==> config.mk <==
export PLATFORM = sky130hd
export DESIGN_NAME = lvs_top
export DESIGN_NICKNAME = d
export VERILOG_FILES = /design/src/hdl/lvs_pkg.sv /design/src/hdl/lvs_ser.sv /design/src/hdl/lvs_sync.sv /design/src/hdl/lvs_top.sv
export VERILOG_INCLUDE_DIRS = /design/src /design/src/hdl
export SDC_FILE = /design/constraint.sdc
export NUM_CORES = 1
export LEC_CHECK = 0
export BUFFER_PORTS_ARGS = -buffer_cell sky130_fd_sc_hd__buf_2
export CORE_MARGIN = 2
export CORE_UTILIZATION = 45
export DETAILED_ROUTE_END_ITERATION = 12
export GPL_ROUTABILITY_DRIVEN = 0
export GPL_TIMING_DRIVEN = 0
export HOLD_SLACK_MARGIN = 0.03
export PLACE_DENSITY_LB_ADDON = 0.05
export REMOVE_ABC_BUFFERS = 1
export SLEW_MARGIN = 10
export SYNTH_ARGS = -nofsm -noshare
export SYNTH_HDL_FRONTEND = slang
export SYNTH_SLANG_ARGS = --single-unit
==> constraint.sdc <==
create_clock -name aclk -period 15.5 [get_ports aclk]
set_input_delay 2.325 -clock aclk [delete_from_list [all_inputs] [get_ports aclk]]
set_output_delay 2.325 -clock aclk [all_outputs]
set_load 0.02 [all_outputs]
==> src/hdl/lvs_regs.svh <==
// constants of the lvds serializer core
`ifndef LVS_REGS_SVH
`define LVS_REGS_SVH

// register byte offsets
`define LVS_CTRL_OFS        8'h00
`define LVS_STAT_OFS        8'h04
`define LVS_CTRL_RST        32'h0000_0000

// control fields
`define LVS_CTRL_SLEEP_BIT  0

// status fields
`define LVS_STAT_MODE_LSB   0
`define LVS_STAT_CLK_BIT    2
`define LVS_STAT_LOCK_BIT   3
`define LVS_STAT_IDLE_BIT   4
`define LVS_STAT_PHASE_BIT  5
`define LVS_STAT_SWING_BIT  6
`define LVS_STAT_DEPTH_BIT  7

// axi responses
`define LVS_RESP_OKAY       2'b00
`define LVS_RESP_SLVERR     2'b10

// sync and valid bit positions in a pixel word
`define LVS_LS_POS          18
`define LVS_FS_POS          19
`define LVS_PV_POS          20
`define LVS_LANE3_LSB       21

// frame: 7 bits a lane, clock high 4 of 7 (57:43)
`define LVS_FRAME_BITS      7
`define LVS_CLK_PATTERN     7'h63

// timing
`define LVS_ACLK_NS         25
`define LVS_LOCK_NS         1000000
`define LVS_LOSS_NS         1000

// delay-line depth and taps (pixel edges of latency)
`define LVS_DLY_DEPTH       8
`define LVS_TAP_DIRECT      1
`define LVS_TAP_SPLIT       7

`endif

==> src/hdl/lvs_pkg.sv <==
// types shared by the parallel-to-lvds serializer
package lvs_pkg;

    // configuration select code {cfg_sel_hi, cfg_sel_lo}
    typedef enum logic [1:0] {
        LVS_ONE_IN_ONE_OUT = 2'b00,
        LVS_ONE_IN_TWO_OUT = 2'b01,
        LVS_TWO_IN_TWO_OUT = 2'b10,
        LVS_CFG_RESERVED   = 2'b11
    } lvs_mode_t;

    // power state, gray coded
    typedef enum logic [1:0] {
        LVS_PWR_SLEEP = 2'b00,
        LVS_PWR_LOCK  = 2'b01,
        LVS_PWR_RUN   = 2'b11,
        LVS_PWR_IDLE  = 2'b10
    } lvs_pwr_t;

    // delay-line entry: a word per bank, load tag
    typedef struct packed {
        logic        tag;
        logic [27:0] b_word;
        logic [27:0] a_word;
    } lvs_pair_t;

    // lane drive control of one bank
    typedef struct packed {
        logic [4:0] on;
        logic [4:0] oe_n;
    } lvs_lane_ctl_t;

endpackage

==> src/hdl/lvs_ser.sv <==
// one lvds bank: 7-bit lane shifters, registered drive
`timescale 1ns/1ps
`default_nettype none
module lvs_ser #(
    parameter int LANES = 5,
    parameter int BITS  = 7
) (
    input  wire logic                  aclk,      // system clock
    input  wire logic                  aresetn,   // sync reset, active low
    input  wire logic                  load,      // frame start pulse
    input  wire logic                  slow,      // one bit per two clocks
    input  wire logic [LANES*BITS-1:0] word,      // frame bits, lane-major
    input  wire logic [LANES-1:0]      lane_on,   // lane drives data
    input  wire logic [LANES-1:0]      oe_n_in,   // lane released
    output logic      [LANES-1:0]      lane_q,    // serial bit per lane
    output logic      [LANES-1:0]      lane_oe_n  // low while driven
);
    logic div_r;
    logic step;

    // half-rate bit pacing; realigned at every frame start
    always_ff @(posedge aclk) begin
        if (!aresetn || load) begin
            div_r <= 1'b0;
        end else begin
            div_r <= ~div_r;
        end
    end

    assign step = ~slow | div_r;

    for (genvar i = 0; i < LANES; i++) begin : g_lane
        logic [BITS-1:0] sh_r;

        // msb first; last bit repeats if the next frame is late
        always_ff @(posedge aclk) begin
            if (!aresetn) begin
                sh_r <= '0;
            end else if (load) begin
                sh_r <= word[i*BITS +: BITS];
            end else if (step) begin
                sh_r <= {sh_r[BITS-2:0], sh_r[0]};
            end
        end

        // a lane not powered sits low, whether released or not
        always_ff @(posedge aclk) begin
            if (!aresetn) begin
                lane_q[i]    <= 1'b0;
                lane_oe_n[i] <= 1'b0;
            end else begin
                lane_q[i]    <= lane_on[i] & sh_r[BITS-1];
                lane_oe_n[i] <= oe_n_in[i];
            end
        end
    end
endmodule
`default_nettype wire

==> src/hdl/lvs_sync.sv <==
// two-flop synchronizer for a bundle of pin levels
`timescale 1ns/1ps
`default_nettype none
module lvs_sync #(
    parameter int WIDTH = 1
) (
    input  wire logic             aclk,    // system clock
    input  wire logic             aresetn, // sync reset, active low
    input  wire logic [WIDTH-1:0] d,       // asynchronous pin levels
    output logic      [WIDTH-1:0] q        // synchronized levels
);
    logic [WIDTH-1:0] meta_r;

    // first stage feeds only the second
    always_ff @(posedge aclk) begin
        if (!aresetn) begin
            meta_r <= '0;
            q      <= '0;
        end else begin
            meta_r <= d;
            q      <= meta_r;
        end
    end
endmodule
`default_nettype wire

==> src/hdl/lvs_top.sv <==
// pixel bus to lvds serializer core, axi4-lite registers
`timescale 1ns/1ps
`default_nettype none
`include "lvs_regs.svh"
module lvs_top #(
    parameter int LOCK_CYC = `LVS_LOCK_NS / `LVS_ACLK_NS,
    parameter int LOSS_CYC = (`LVS_LOSS_NS + `LVS_ACLK_NS - 1)
                             / `LVS_ACLK_NS
) (
    input  wire logic        aclk,              // 40 MHz system clock
    input  wire logic        aresetn,           // sync reset, active low
    // axi4-lite slave
    input  wire logic [7:0]  s_axi_awaddr,      // write address
    input  wire logic        s_axi_awvalid,     // write address valid
    output logic             s_axi_awready,     // write address ready
    input  wire logic [31:0] s_axi_wdata,       // write data
    input  wire logic [3:0]  s_axi_wstrb,       // write byte strobes
    input  wire logic        s_axi_wvalid,      // write data valid
    output logic             s_axi_wready,      // write data ready
    output logic [1:0]       s_axi_bresp,       // write response
    output logic             s_axi_bvalid,      // write response valid
    input  wire logic        s_axi_bready,      // write response ready
    input  wire logic [7:0]  s_axi_araddr,      // read address
    input  wire logic        s_axi_arvalid,     // read address valid
    output logic             s_axi_arready,     // read address ready
    output logic [31:0]      s_axi_rdata,       // read data
    output logic [1:0]       s_axi_rresp,       // read response
    output logic             s_axi_rvalid,      // read data valid
    input  wire logic        s_axi_rready,      // read data ready
    // parallel pixel pins
    input  wire logic        pix_clk,           // host pixel clock pin
    input  wire logic [27:0] port_a_data,       // port a pixel bits
    input  wire logic [27:0] port_b_data,       // port b pixel bits
    input  wire logic        line_sync,         // line sync pin
    input  wire logic        frame_sync,        // frame sync pin
    input  wire logic        pixel_valid_flag,  // pixel valid pin
    // configuration pins
    input  wire logic        cfg_sel_hi,        // config select hi
    input  wire logic        cfg_sel_lo,        // config select lo
    input  wire logic        color_depth_sel_pin, // 1 = 18-bit colour
    input  wire logic        latch_edge_sel,    // 1 rising, 0 falling
    input  wire logic        sleep_n,           // 0 = sleep
    input  wire logic        swing_sel,         // 1 = high swing
    // lvds side
    output logic [3:0]       bank_a_lane,       // bank a data lanes
    output logic [3:0]       bank_a_lane_oe_n,  // bank a lanes released
    output logic             bank_a_clock_lane, // bank a clock lane
    output logic             bank_a_clock_oe_n, // bank a clock released
    output logic [3:0]       bank_b_lane,       // bank b data lanes
    output logic [3:0]       bank_b_lane_oe_n,  // bank b lanes released
    output logic             bank_b_clock_lane, // bank b clock lane
    output logic             bank_b_clock_oe_n, // bank b clock released
    output logic             swing_hi,          // high output swing
    output logic             pll_locked         // serializer ready
);
    import lvs_pkg::*;

    localparam int PINS = 66;
    localparam int LW = $clog2(LOCK_CYC + 1);
    localparam int SW = $clog2(LOSS_CYC + 1);

    logic [PINS-1:0] pin_s;
    logic [27:0]     a_s, b_s;
    logic            pclk_s, ls_s, fs_s, pv_s;
    logic            depth18_s, edge_sel_s, sleep_n_s, swing_s;
    lvs_mode_t       mode;
    logic            pclk_d_r, rise, fall, lat_edge;
    logic [SW-1:0]   loss_cnt_r;
    logic            clk_present_r;
    lvs_pwr_t        pwr_r;
    logic [LW-1:0]   lock_cnt_r;
    logic            run, awake, dp_rst;
    logic [31:0]     ctrl_r;
    logic            phase_r, pv_prev_r;
    logic [27:0]     odd_r, word_a, word_b;
    lvs_pair_t       dly_r [`LVS_DLY_DEPTH];
    lvs_pair_t       push, tapped;
    logic            split, load;
    lvs_lane_ctl_t   ctl_a, ctl_b;
    logic            aw_got_r, w_got_r;
    logic [7:0]      awaddr_r;
    logic [31:0]     wdata_r;
    logic [3:0]      wstrb_r;
    logic [31:0]     status;

    // every pin level crosses into aclk before use
    lvs_sync #(
        .WIDTH (PINS)
    ) u_sync (
        .aclk    (aclk),
        .aresetn (aresetn),
        .d       ({pix_clk, port_a_data, port_b_data, line_sync,
                   frame_sync, pixel_valid_flag, cfg_sel_hi, cfg_sel_lo,
                   color_depth_sel_pin, latch_edge_sel, sleep_n,
                   swing_sel}),
        .q       (pin_s)
    );

    assign {pclk_s, a_s, b_s, ls_s, fs_s, pv_s} = pin_s[65:6];
    assign mode       = lvs_mode_t'(pin_s[5:4]);
    assign depth18_s  = pin_s[3];
    assign edge_sel_s = pin_s[2];
    assign sleep_n_s  = pin_s[1];
    assign swing_s    = pin_s[0];

    // pixel-clock edges seen by aclk
    always_ff @(posedge aclk) begin
        if (!aresetn) begin
            pclk_d_r <= 1'b0;
        end else begin
            pclk_d_r <= pclk_s;
        end
    end

    assign rise     = pclk_s & ~pclk_d_r;
    assign fall     = ~pclk_s & pclk_d_r;
    assign lat_edge = edge_sel_s ? rise : fall;

    // clock loss: no edge of either sense for LOSS_CYC cycles
    always_ff @(posedge aclk) begin
        if (!aresetn || rise || fall) begin
            loss_cnt_r    <= '0;
            clk_present_r <= aresetn;
        end else if (loss_cnt_r != SW'(LOSS_CYC)) begin
            loss_cnt_r <= loss_cnt_r + 1'b1;
        end else begin
            clk_present_r <= 1'b0;
        end
    end

    // sleep pin or soft sleep bit resets the datapath
    assign awake  = sleep_n_s & ~ctrl_r[`LVS_CTRL_SLEEP_BIT];
    assign dp_rst = ~aresetn | ~awake;

    // power state: sleep, lock wait, run, idle
    always_ff @(posedge aclk) begin
        if (dp_rst) begin
            pwr_r <= LVS_PWR_SLEEP;
        end else begin
            case (pwr_r)
                LVS_PWR_SLEEP: begin
                    pwr_r <= LVS_PWR_LOCK;
                end
                LVS_PWR_LOCK: begin
                    if (!clk_present_r) begin
                        pwr_r <= LVS_PWR_IDLE;
                    end else if (lock_cnt_r == LW'(LOCK_CYC - 1)) begin
                        pwr_r <= LVS_PWR_RUN;
                    end
                end
                LVS_PWR_RUN: begin
                    if (!clk_present_r) begin
                        pwr_r <= LVS_PWR_IDLE;
                    end
                end
                LVS_PWR_IDLE: begin
                    if (clk_present_r) begin
                        pwr_r <= LVS_PWR_LOCK;
                    end
                end
                default: begin
                    pwr_r <= LVS_PWR_SLEEP;
                end
            endcase
        end
    end

    // lock timer counts only in the lock wait
    always_ff @(posedge aclk) begin
        if (dp_rst || pwr_r != LVS_PWR_LOCK) begin
            lock_cnt_r <= '0;
        end else begin
            lock_cnt_r <= lock_cnt_r + 1'b1;
        end
    end

    assign run   = (pwr_r == LVS_PWR_RUN);
    assign split = (mode == LVS_ONE_IN_TWO_OUT);

    // pixel words: sync and valid in each, lane 3 zeroed at 18-bit depth
    always_comb begin
        word_a = a_s;
        word_b = b_s;
        word_a[`LVS_LS_POS] = ls_s;
        word_a[`LVS_FS_POS] = fs_s;
        word_a[`LVS_PV_POS] = pv_s;
        word_b[`LVS_LS_POS] = ls_s;
        word_b[`LVS_FS_POS] = fs_s;
        word_b[`LVS_PV_POS] = pv_s;
        if (depth18_s) begin
            word_a[27:`LVS_LANE3_LSB] = '0;
            word_b[27:`LVS_LANE3_LSB] = '0;
        end
    end

    // split phase: a valid rise restarts on an odd pixel
    always_ff @(posedge aclk) begin
        if (dp_rst) begin
            phase_r   <= 1'b0;
            pv_prev_r <= 1'b0;
            odd_r     <= '0;
        end else if (lat_edge) begin
            pv_prev_r <= pv_s;
            if ((pv_s && !pv_prev_r) || !phase_r) begin
                odd_r   <= word_a;
                phase_r <= 1'b1;
            end else begin
                phase_r <= 1'b0;
            end
        end
    end

    // entry per latch edge; tag marks a frame to send
    always_comb begin
        push = '0;
        if (split) begin
            push.tag    = phase_r && !(pv_s && !pv_prev_r);
            push.a_word = odd_r;
            push.b_word = word_a;
        end else begin
            push.tag    = 1'b1;
            push.a_word = word_a;
            push.b_word = word_b;
        end
    end

    // latency line stepped by pixel edges; pairs enter late
    always_ff @(posedge aclk) begin
        if (dp_rst) begin
            for (int i = 0; i < `LVS_DLY_DEPTH; i++) begin
                dly_r[i] <= '0;
            end
        end else if (lat_edge) begin
            dly_r[0] <= push;
            for (int i = 1; i < `LVS_DLY_DEPTH; i++) begin
                dly_r[i] <= dly_r[i-1];
            end
        end
    end

    // tap gives two pixel periods direct, eight split
    assign tapped = split ? dly_r[`LVS_TAP_SPLIT]
                          : dly_r[`LVS_TAP_DIRECT];
    assign load   = lat_edge & tapped.tag;

    // lane control: mode power-down beats depth release
    always_comb begin
        logic a_used;
        logic b_used;
        a_used = run && (mode != LVS_CFG_RESERVED);
        b_used = run && (mode != LVS_CFG_RESERVED)
                     && (mode != LVS_ONE_IN_ONE_OUT);
        ctl_a.on   = {a_used, a_used & ~depth18_s, {3{a_used}}};
        ctl_a.oe_n = {1'b0, a_used & depth18_s, 3'b000};
        ctl_b.on   = {b_used, b_used & ~depth18_s, {3{b_used}}};
        ctl_b.oe_n = {1'b0, b_used & depth18_s, 3'b000};
    end

    // bank a: lane 4 is the clock lane pattern
    lvs_ser #(
        .LANES (5),
        .BITS  (`LVS_FRAME_BITS)
    ) u_ser_a (
        .aclk      (aclk),
        .aresetn   (~dp_rst),
        .load      (load),
        .slow      (split),
        .word      ({`LVS_CLK_PATTERN, tapped.a_word}),
        .lane_on   (ctl_a.on),
        .oe_n_in   (ctl_a.oe_n),
        .lane_q    ({bank_a_clock_lane, bank_a_lane}),
        .lane_oe_n ({bank_a_clock_oe_n, bank_a_lane_oe_n})
    );

    // bank b: same framing, so both clock lanes stay in step
    lvs_ser #(
        .LANES (5),
        .BITS  (`LVS_FRAME_BITS)
    ) u_ser_b (
        .aclk      (aclk),
        .aresetn   (~dp_rst),
        .load      (load),
        .slow      (split),
        .word      ({`LVS_CLK_PATTERN, tapped.b_word}),
        .lane_on   (ctl_b.on),
        .oe_n_in   (ctl_b.oe_n),
        .lane_q    ({bank_b_clock_lane, bank_b_lane}),
        .lane_oe_n ({bank_b_clock_oe_n, bank_b_lane_oe_n})
    );

    // swing and lock flags; lock drops as soon as sleep is asked
    always_ff @(posedge aclk) begin
        if (!aresetn) begin
            swing_hi   <= 1'b0;
            pll_locked <= 1'b0;
        end else begin
            swing_hi   <= swing_s;
            pll_locked <= run & awake;
        end
    end

    // axi write: address and data in either order
    always_ff @(posedge aclk) begin
        if (!aresetn) begin
            aw_got_r      <= 1'b0;
            w_got_r       <= 1'b0;
            awaddr_r      <= '0;
            wdata_r       <= '0;
            wstrb_r       <= '0;
            s_axi_awready <= 1'b0;
            s_axi_wready  <= 1'b0;
            s_axi_bvalid  <= 1'b0;
            s_axi_bresp   <= `LVS_RESP_OKAY;
        end else begin
            s_axi_awready <= ~aw_got_r & ~s_axi_bvalid
                           & ~(s_axi_awvalid & s_axi_awready);
            s_axi_wready  <= ~w_got_r & ~s_axi_bvalid
                           & ~(s_axi_wvalid & s_axi_wready);
            if (s_axi_awvalid && s_axi_awready) begin
                aw_got_r <= 1'b1;
                awaddr_r <= s_axi_awaddr;
            end
            if (s_axi_wvalid && s_axi_wready) begin
                w_got_r <= 1'b1;
                wdata_r <= s_axi_wdata;
                wstrb_r <= s_axi_wstrb;
            end
            if (aw_got_r && w_got_r && !s_axi_bvalid) begin
                aw_got_r     <= 1'b0;
                w_got_r      <= 1'b0;
                s_axi_bvalid <= 1'b1;
                s_axi_bresp  <= (awaddr_r == `LVS_CTRL_OFS ||
                                 awaddr_r == `LVS_STAT_OFS)
                              ? `LVS_RESP_OKAY : `LVS_RESP_SLVERR;
            end else if (s_axi_bvalid && s_axi_bready) begin
                s_axi_bvalid <= 1'b0;
            end
        end
    end

    // control: only byte 0 holds bits; status is read-only
    always_ff @(posedge aclk) begin
        if (!aresetn) begin
            ctrl_r <= `LVS_CTRL_RST;
        end else if (aw_got_r && w_got_r && !s_axi_bvalid
                     && awaddr_r == `LVS_CTRL_OFS && wstrb_r[0]) begin
            ctrl_r[`LVS_CTRL_SLEEP_BIT] <= wdata_r[`LVS_CTRL_SLEEP_BIT];
        end
    end

    // status view of own state
    always_comb begin
        status = '0;
        status[`LVS_STAT_MODE_LSB +: 2] = mode;
        status[`LVS_STAT_CLK_BIT]   = clk_present_r;
        status[`LVS_STAT_LOCK_BIT]  = run;
        status[`LVS_STAT_IDLE_BIT]  = (pwr_r == LVS_PWR_IDLE);
        status[`LVS_STAT_PHASE_BIT] = phase_r;
        status[`LVS_STAT_SWING_BIT] = swing_s;
        status[`LVS_STAT_DEPTH_BIT] = depth18_s;
    end

    // axi read: answered the cycle after the address
    always_ff @(posedge aclk) begin
        if (!aresetn) begin
            s_axi_arready <= 1'b0;
            s_axi_rvalid  <= 1'b0;
            s_axi_rdata   <= '0;
            s_axi_rresp   <= `LVS_RESP_OKAY;
        end else begin
            s_axi_arready <= ~s_axi_rvalid
                           & ~(s_axi_arvalid & s_axi_arready);
            if (s_axi_arvalid && s_axi_arready) begin
                s_axi_rvalid <= 1'b1;
                s_axi_rresp  <= `LVS_RESP_OKAY;
                case (s_axi_araddr)
                    `LVS_CTRL_OFS: begin
                        s_axi_rdata <= ctrl_r;
                    end
                    `LVS_STAT_OFS: begin
                        s_axi_rdata <= status;
                    end
                    default: begin
                        s_axi_rdata <= '0;
                        s_axi_rresp <= `LVS_RESP_SLVERR;
                    end
                endcase
            end else if (s_axi_rvalid && s_axi_rready) begin
                s_axi_rvalid <= 1'b0;
            end
        end
    end
endmodule
`default_nettype wire

After elaboration in Yosys (flattened, before gate mapping). Memory sizes are Yosys's and may differ from the RTL's. Cells that the tools add are included.

Add/sub/neg operators: 2. Multiply operators: 0. Div/mod/pow operators: 0. Magnitude comparators: 0. Equality and inequality tests: 14. Shift-type cells: 0. Muxes and demuxes: 53. Bitwise logic cells: 54. Reductions and logical operators: 37.

Operators by type and width (number): 57-bit two-way mux (10); 7-bit two-way mux (22); 1-bit bitwise AND (27); 16-bit by 1-bit adder with 16-bit output (second input constant) (1); 16-bit == test (second input constant) (1); 8-bit by 3-bit == test with 1-bit output (second input constant) (2); 8-bit logical NOT (2); 1-bit NOT (16); 8-bit case mux with 2 select lines (1); 1-bit logical AND (13); 1-bit two-way mux (13); 2-bit two-way mux (6); 1-bit bitwise OR (11); 2-bit nonzero test (5); 2-bit inequality test (second input constant) (4); 2-bit case mux with 4 select lines (1); 6-bit by 1-bit adder with 6-bit output (second input constant) (1); 1-bit logical OR (6); 6-bit inequality test (second input constant) (1); 2-bit OR reduction (3); 1-bit logical NOT (5); 2-bit by 1-bit == test with 1-bit output (second input constant) (2); 2-bit == test (second input constant) (2); 3-bit inequality test (second input constant) (1); 4 further kinds (4).

Bits in registers: 328. Latch bits: 0. Bits in writable memories: 456. ROM bits: 0. Input port bits: 125. Output and inout bits: 63. Word-level logic and storage cells: 223. Memories: 1.

Memories: dly_r (words 8, width 57, rd ports 8, clocked after Yosys merged registers in 0, wr ports 8, RTL line lvs_top.sv:76) `` lvs_pair_t dly_r [`LVS_DLY_DEPTH]; ``.

Logic depth before layout (Yosys ltp). Gate-level depths: netlist of the first run.

Depth in word-level cells: 7. Gate-level depth with buffers: 7. Depth with buffers taken out: 6.

Hierarchy. Synthesis of the first run repeated with hierarchy kept, for this count alone.

Cell total of the unflattened synthesis: 2340. Area total of the unflattened synthesis: 29253.1 um2.

Modules (own cells, without submodules): lvs_top (instances 1, cells each 1692, area each 21749.6 um2, sequential area each 15424.8 um2); lvs_ser (instances 2, cells each 185, area each 1954.4 um2, sequential area each 920.9 um2); lvs_sync (instances 1, cells each 278, area each 3594.7 um2, sequential area each 2642.5 um2).

Worst setup path before layout of the first run. OpenSTA, ideal clock, no wires.

Path type: input port to flip-flop. From: input port aresetn. To: memory dly_r[0][0] (netlist bit) (enable). Setup time: 3.291 ns. Arrival: 10.489 ns. Data required time: 12.209 ns. Slack: 1.720 ns. Stages on the path: 5. Buffers on the path: 3. Cell sequence: clkbuf_1 > and3b_1 > buf_2 > clkbuf_1 > nand2_1.

RTL lines: start: declaration (RTL line lvs_top.sv:11) `input wire logic aresetn,`; end: declaration (RTL line lvs_top.sv:76).

==> summary.txt, run 1 <==
CTS
  – CTS tree: yes
  – Clk buf depth: 3
  – Clk sinks: 745
  – Register clock-pin slew on the reported worst setup and hold paths: 0.06 ns
  – CTS root buf: clkbuf_16
  – Max H-tree Level: 3
  – # Post-CTS Setup Buffers: 0
  – # hold bufs at CTS: 0
  – CTS buffer count: 77
  – Post-CTS sizing: 0
  – Clk Latency, worst-skew pair: 0.61 ns

Synthesis
  – Seq cells post-synth: 745
  – Most used flip-flop cell after synthesis: edfxtp_1
  – Post-Syn Instances: 2192
  – Yosys warnings: 0
  – Sequential share of the synthesized area: 69.8%
  – Count of different cell masters after synthesis: 50
  – Mapped Area: 0.0279 sq mm
  – Syn avg cell area: 12.7 sq um
  – Ys async rst share: 0%
  – EDFF count, synth: 457

Floorplanning
  – # IOs: 188
  – Die height: 253 microns
  – Die ar.: 0.0641 sq mm
  – Initial Util: 45.4%
  – Horiz. Die Dim: 253 microns
  – Core area: 0.0615 sq mm
  – Row count: 91

Min path
  – HP Start: u_sync.meta_r[48]
  – Hold EP: u_sync.q[48]
  – Worst Hold Path Cells: 1
  – Tightest Hold Check Type: flip-flop to flip-flop

Route
  – Via count: 15800
  – Post-DR wirelength/cell: 17.0 microns
  – Final WL: 53400 microns
  – 1st-pass router iterations: 5
  – 1st-iter DRT viols: 855
  – ANT nets after route: 0
  – Via density per instance: 5.05
  – Post-route DRC: 0

Layout
  – Ant diodes: 0
  – Share of layout cells above drive strength 1: 11.9%
  – # fillers: 5375
  – Post-route insts no fill: 3139
  – Core Util, Final: 52.4%
  – Nets: 2415
  – Most common cell after layout, fill and taps aside: and2_1
  – Commonest cells after routing, fill and taps aside: and2_1 (541), edfxtp_1 (457), dfxtp_1 (288), nand2_1 (261), buf_2 (112)
  – Area growth from synthesis to layout: 15.4%

Status
  – Status: finished clean

GRT
  – GRT Util Overall: 17.1%
  – Global route hottest layer: met2
  – M1 GR Usage: 23.6%
  – Pin count of the biggest net entering global routing: 92
  – Routing usage on met3: 3.23%
  – Global-route wire length before repair: 86300 microns
  – M2 GR Usage: 27.2%
  – Total gr overflow: 0
  – Vias in the first global route: 15800
  – Initial antenna violation count: 1

Setup path
  – CP max stage delay: 0.46 ns
  – Reg2reg setup slack: 12.62 ns
  – Reg2Reg Depth: 6
  – Crit-path leading delay family: buffers and inverters
  – Reg2reg start: u_sync.q[65]
  – CP max FO: 91
  – Critical path capture point type: flip-flop
  – CP max stage cell: nand3b_1
  – Crit Path Category: input port to flip-flop
  – Worst path bufs/invs: 6
  – Critical Path RT: 15.94 ns
  – Startpoint types: input port
  – CP cell instances: buf_4 > buf_16 > nand3b_1 > buf_8 > a21oi_4 > buf_12 > buf_12 > buf_16 > nand2b_1 > a21oi_1
  – Reg2reg end: dly_r[0][306]
  – Arr. time, crit path: 5.26 ns

STA
  – Max-slew violations: 0
  – Crit path time final: 4.82 ns
  – Period utilization: 31.1%
  – F_max: 207 MHz
  – Final Hold Fails: 0
  – Least-Margin Pin Slew: 1.12 ns
  – Clk_skew: 0.0229 ns
  – RSZ-0062 raised after global routing: false
  – Final setup vio count: 0
  – Max-slew headroom: 25.5%

Power and ir drop
  – Sequential Power Share: 53.2%
  – Switching share of total power: 20.4%
  – VDD IR max: 68.3 uV
  – Int Pwr: 0.00323 W
  – Clk pwr share: 44.2%
  – Total power: 0.00405 W
  – Combinational Power Share: 2.6%
  – Leakage: 12.4 nW
  – Sw Pwr: 0.000825 W
  – Power Density: 126 mW/mm^2

Job
  – Maxcap violations: 0

Placement
  – PortBufs: 113
  – Post-DP HPWL: 31200 microns
  – Inst Count DP: 2998
==> how the worst max path moves through the flow <==
stage / from / end / depth (start not counted)
after detailed placement: aresetn / dly_r[0][54] / 10
final: aresetn / dly_r[0][54] / 10
after global placement: aresetn / dly_r[0][448] / 3
after global routing: aresetn / dly_r[0][49] / 10
after floorplan: aresetn / dly_r[0][0] / 2
after CTS: aresetn / dly_r[0][54] / 10
==> through the flow <==
stage / setup WS, ns / hold WS [ns] / instance area [sq um] / TNS (ns)
final: 10.68 / 0.423 / 32200 / 0
after global routing: 10.30 / 0.434 / 32200 / 0
after CTS: 10.51 / 0.429 / 32200 / 0
after detailed placement: 9.89 / 0.418 / 29800 / 0
after global placement: -14.23 / 0.414 / 28700 / -6465.81
after floorplan: -0.384 / 0.412 / 27200 / -174.97
==> layer usage <==
metal,share of wire (%),wire [microns]
met1,47,25200
met2,47,24900
met3,4.1,2200
met4,2.0,1090
met5,0,0
==> area by class of cell <==
type | instances | area [sq um] | share of cell area, %
clock buffer | 117 | 2250 | 6.99
multi-input combinational | 1301 | 7730 | 24.0
sequential | 745 | 19500 | 60.5
clock inverter | 24 | 195 | 0.606
inverter | 7 | 26.3 | 0.0816
tap | 790 | 988 | 3.07
timing repair buffer | 155 | 1530 | 4.75
==> cell usage after synthesis, drive strengths merged (2+ instances only) <==
cell type | number | area, sq um
and2 | 542 | 3390
edfxtp | 457 | 13700
dfxtp | 288 | 5770
nand2 | 264 | 993
clkbuf | 97 | 394
a21oi | 89 | 457
buf | 75 | 472
a311oi | 56 | 490
nor2 | 56 | 210
nor2b | 54 | 338
a221oi | 48 | 420
mux2i | 23 | 230
nand2b | 16 | 100
a21boi | 12 | 90.1
nand3 | 12 | 65.1
xnor2 | 11 | 96.3
nand3b | 10 | 75.1
nor3b | 9 | 77.6
inv | 7 | 26.3
a22o | 6 | 52.6
a31oi | 6 | 37.5
nor3 | 6 | 30.0
nor4 | 6 | 37.5
xor2 | 5 | 43.8
and3 | 4 | 25.0
nand4 | 4 | 25.0
o21ai | 4 | 20.0
a32o | 3 | 30.0
and3b | 3 | 26.3
ha | 3 | 37.5
or3 | 3 | 18.8
mux2 | 2 | 22.5
nand4b | 2 | 17.5
==> registers in the layout, indices dropped and copies added (netlist names), 6 cells and up <==
signal and count:
u_sync.q 60, s_axi_rdata 8, lock_cnt_r 16, u_ser_a.g_lane.sh_r 34, loss_cnt_r 6, awaddr_r 8, odd_r 28, dly_r 456
u_ser_b.g_lane.sh_r 35, u_sync.meta_r 60
==> power by group through the flow <==
stage	Sequential, W	Clock [W]	Combinational [W]
floorplan	0.00221	0	0.0000542
global placement	0.00222	0	0.0000934
detailed placement	0.00220	0	0.000109
CTS	0.00216	0.00185	0.000109
global route	0.00216	0.00192	0.000118
finish	0.00216	0.00179	0.000107
==> kinds of logic after synthesis <==
logic type               count (synthesis)  share of synthesized area (%)
AND/OR/NAND/NOR                        995                           19.6
adder cells (fa/ha/maj)                  4                          0.170
multiplexers                            25                          0.905
AO/OA/AOI/OAI                          227                           5.85
flip-flops                             745                           69.8
other                                    1                         0.0134
buffers and inverters                  179                           3.19
XOR/XNOR                                16                          0.502
==> worst register-to-register path, stage by stage (launching register included) <==
cell and delay (ns):
dfxtp_1 0.33, or3b_1 0.53, and2_1 0.27, nand2_4 0.34, buf_16 0.33, buf_16 0.36, buf_16 0.33
Power figures use the tool's default switching activity.
==> run 2: changes to the inputs <==
ABC_AREA = 1   (was not set)
clock period = 4.51 ns   (was 15.5 ns; I/O delays follow)
==> run 2 against run 1 <==
  * Design area grew 1.4%
  * Die area grew 2.5%
  * Total power grew to 3.5 times the previous value
  * Via count grew 14%
  * Combinational power grew to 3.8 times the previous value
  * Critical path type is now flip-flop to flip-flop
  * Largest cell class unchanged
==> summary.txt, run 2 <==
Floorplanning
  – Core area: 0.0630 sq mm (+2.4%)
  – # IOs: 188 (unchanged)
  – Initial Util: 45.5% (+0.052 points)
  – Row count: 92 (+1.1%)
  – Die height: 256 microns (+1.2%)
  – Horiz. Die Dim: 256 microns (+1.2%)
  – Die ar.: 0.0657 sq mm (+2.5%)

Setup path
  – CP cell instances: inv_2 > nor2_4 > buf_12 > buf_12 > nand2_1 > inv_1 > nand2_1 > o21ai_0 > nor2_1
  – Reg2reg end: u_ser_b.g_lane[2].sh_r[1]
  – CP max stage delay: 0.98 ns (+0.52 ns)
  – Worst setup path start: u_sync.q[4]
  – Crit Path Category: flip-flop to flip-flop
  – Critical Path RT: 4.99 ns (-10.95 ns)
  – Reg2Reg Depth: 9 (+3)
  – Critical path capture point type: flip-flop
  – Arr. time, crit path: 4.51 ns (-0.75 ns)
  – Startpoint types: flip-flop
  – Reg2reg start: u_sync.q[4]
  – Crit-path leading delay family: simple AND/OR/NAND/NOR gates
  – CP max FO: 33 (-64%)
  – Reg2reg setup slack: 0.48 ns (-12.14 ns)
  – Instance count on the critical path: 9 (-1)
  – CP max stage cell: inv_1
  – Worst path bufs/invs: 4 (-2)
  – CP Capture Point: u_ser_b.g_lane[2].sh_r[1]

STA
  – Final setup vio count: 0 (unchanged)
  – Period utilization: 89.3%
  – Max-slew violations: 0 (unchanged)
  – Hold WS: 0.243 ns (-0.179 ns)
  – Clk_skew: 0.0216 ns (-0.00129 ns)
  – Crit path time final: 4.03 ns
  – F_max: 248 MHz
  – RSZ-0062 raised after global routing: false
  – Max-slew headroom: 26.0% (+0.50 points)
  – Final Hold Fails: 0 (unchanged)
  – Setup TNS: 0 ns (unchanged)
  – Least-Margin Pin Slew: 1.11 ns (-0.0101 ns)

Placement
  – Post-DP HPWL: 32000 microns (+2.4%)
  – PortBufs: 113 (unchanged)
  – Post-DP Area: 0.0301 sq mm (+1.1%)
  – Inst Count DP: 3810 (+27%)

GRT
  – Pin count of the biggest net entering global routing: 120 (+30%)
  – Vias in the first global route: 17400 (+10%)
  – Total gr overflow: 0 (unchanged)
  – GRT Util Overall: 16.8% (-0.32 points)
  – Initial antenna violation count: 0 (-1)
  – Global-route wire length before repair: 89000 microns (+3.2%)

Route
  – ANT nets after route: 0 (unchanged)
  – 1st-pass router iterations: 7 (+2)
  – Post-route DRC: 0 (unchanged)
  – Via count: 18100 (+14%)
  – Post-DR wirelength/cell: 13.8 microns (-19%)
  – 1st-iter DRT viols: 1065 (+25%)
  – Via density per instance: 4.56 (-9.6%)
  – Final WL: 54700 microns (+2.5%)

CTS
  – Clk buf depth: 3 (unchanged)
  – Clk Latency, worst-skew pair: 0.61 ns (about the same)
  – CTS tree: yes
  – # Post-CTS Setup Buffers: 0 (unchanged)
  – Register clock-pin slew on the reported worst setup and hold paths: 0.06 ns (about the same)
  – CTS buffer count: 79 (+2.6%)
  – Clk sinks: 745 (unchanged)
  – Post-CTS sizing: 0 (unchanged)
  – Max H-tree Level: 3 (unchanged)
  – # hold bufs at CTS: 0 (unchanged)
  – CTS root buf: clkbuf_16

Synthesis
  – EDFF count, synth: 457 (unchanged)
  – Mapped Area: 0.0286 sq mm (+2.5%)
  – Yosys warnings: 0 (unchanged)
  – Synth cell count leaders: inv_1 (605), nor2_1 (592), nand2_1 (473)
  – Area leader, netlist: edfxtp_1
  – Most used flip-flop cell after synthesis: edfxtp_1
  – Count of different cell masters after synthesis: 34 (-32%)
  – Post-Syn Instances: 2960 (+35%)
  – Seq cells post-synth: 745 (unchanged)
  – Post-synth top area share: 47.9% (-1.2 points)
  – Ys async rst share: 0% (unchanged)
  – Syn avg cell area: 9.67 sq um (-24%)
  – Synth area leaders: edfxtp_1 (48%), dfxtp_1 (20%), inv_1 (7.9%), nor2_1 (7.8%), nand2_1 (6.2%)
  – Sequential share of the synthesized area: 68.1% (-1.7 points)
  – Most frequent cell after synthesis: inv_1

Power and ir drop
  – Int Pwr: 0.0112 W (+250%)
  – Leakage: 13.1 nW (+5.9%)
  – Sw Pwr: 0.00295 W (+260%)
  – Sequential Power Share: 52.5% (-0.7 points)
  – Switching share of total power: 20.9% (+0.53 points)
  – Combinational Power Share: 2.9% (+0.3 points)
  – Clk pwr share: 44.6% (+0.4 points)
  – VDD IR max: 249 uV (+260%)
  – Power Density: 432 mW/mm^2 (+240%)

Layout
  – # fillers: 5874 (+9.3%)
  – Design area: 0.0327 sq mm (+1.4%)
  – Biggest regs: dly_r (456), u_sync.meta_r (60), u_sync.q (60)
  – Area growth from synthesis to layout: 14.0%
  – Ant diodes: 0 (unchanged)
  – Post-route insts no fill: 3957 (+26%)
  – Biggest register: dly_r
  – Share of layout cells above drive strength 1: 8.78% (-3.1 points)
  – Max FFs per register: 456 (unchanged)
  – Nets: 3173 (+31%)
  – Commonest cells after routing, fill and taps aside: inv_1 (603), nor2_1 (591), nand2_1 (472), edfxtp_1 (457), dfxtp_1 (288)
  – Most common cell after layout, fill and taps aside: inv_1

Min path
  – HP Start: port_b_data[12]
  – Tightest Hold Check Type: input port to flip-flop
  – Worst Hold Path Cells: 3 (+2)

Status
  – Status: finished clean

Job
  – Maxcap violations: 0 (unchanged)
-- run 2: layout make-up --
class / count / area [sq um] / share of cell area [%]
clock inverters: 27 / 186 / 0.571
clock buffers: 120 / 2360 / 7.23
well taps: 846 / 1060 / 3.24
inverters: 611 / 2300 / 7.05
multi-input cells: 1473 / 6130 / 18.8
repair buffers: 135 / 1120 / 3.44
flip-flops and latches: 745 / 19500 / 59.7
-- run 2: how the worst min path moves through the flow --
| stage | end | slack, ns |
|---|---|---|
| after floorplan | u_sync.q[0] | 0.39 |
| after global placement | u_sync.q[35] | 0.39 |
| after detailed placement | u_sync.q[63] | 0.40 |
| after CTS | u_sync.meta_r[21] | 0.19 |
| after global routing | u_sync.meta_r[21] | 0.21 |
| final | u_sync.meta_r[21] | 0.24 |
-- run 2: per-stage QoR --
step / util [%] / power [W] / worst slack [ns]
5_1_grt: 51.9 / 0.0146 / 0.168
3_3_place_gp: 46.9 / 0.00800 / -29.63
3_5_place_dp: 47.8 / 0.00797 / 0.422
4_1_cts: 51.9 / 0.0143 / 0.385
6_report: 51.9 / 0.0141 / 0.485
2_1_floorplan: - / 0.00782 / -12.16
-- run 2: logic make-up after synthesis --
group	count (synthesis)	synth area share, %
other	1	0.0131
buffers and inverters	775	11.1
XOR/XNOR	5	0.153
adder cells (fa/ha/maj)	3	0.131
flip-flops	745	68.1
AND/OR/NAND/NOR	1150	15.6
AO/OA/AOI/OAI	281	4.97
-- run 2: power groups by stage --
stage	sequential (W)	clock, W	combinational, W
3_3_place_gp	0.00762	0	0.000386
5_1_grt	0.00742	0.00675	0.000466
2_1_floorplan	0.00759	0	0.000231
3_5_place_dp	0.00755	0	0.000416
6_report	0.00740	0.00629	0.000408
4_1_cts	0.00740	0.00649	0.000417
-- run 2: worst min-delay path: cells and delay by family --
kind / cells / cell delay [ns]
and+or+nand+nor: 1 / 0.04
buffers and inverters: 2 / 0.11
-- run 2: routing by layer --
layer / GRT usage (%) / vias to the layer above / share of wire, %
li1: - / 9198 / -
met1: 22.7 / 8459 / 47
met2: 26.8 / 292 / 45
met3: 3.40 / 108 / 4.6
met4: 5.99 / 0 / 3.0
met5: 0 / - / 0
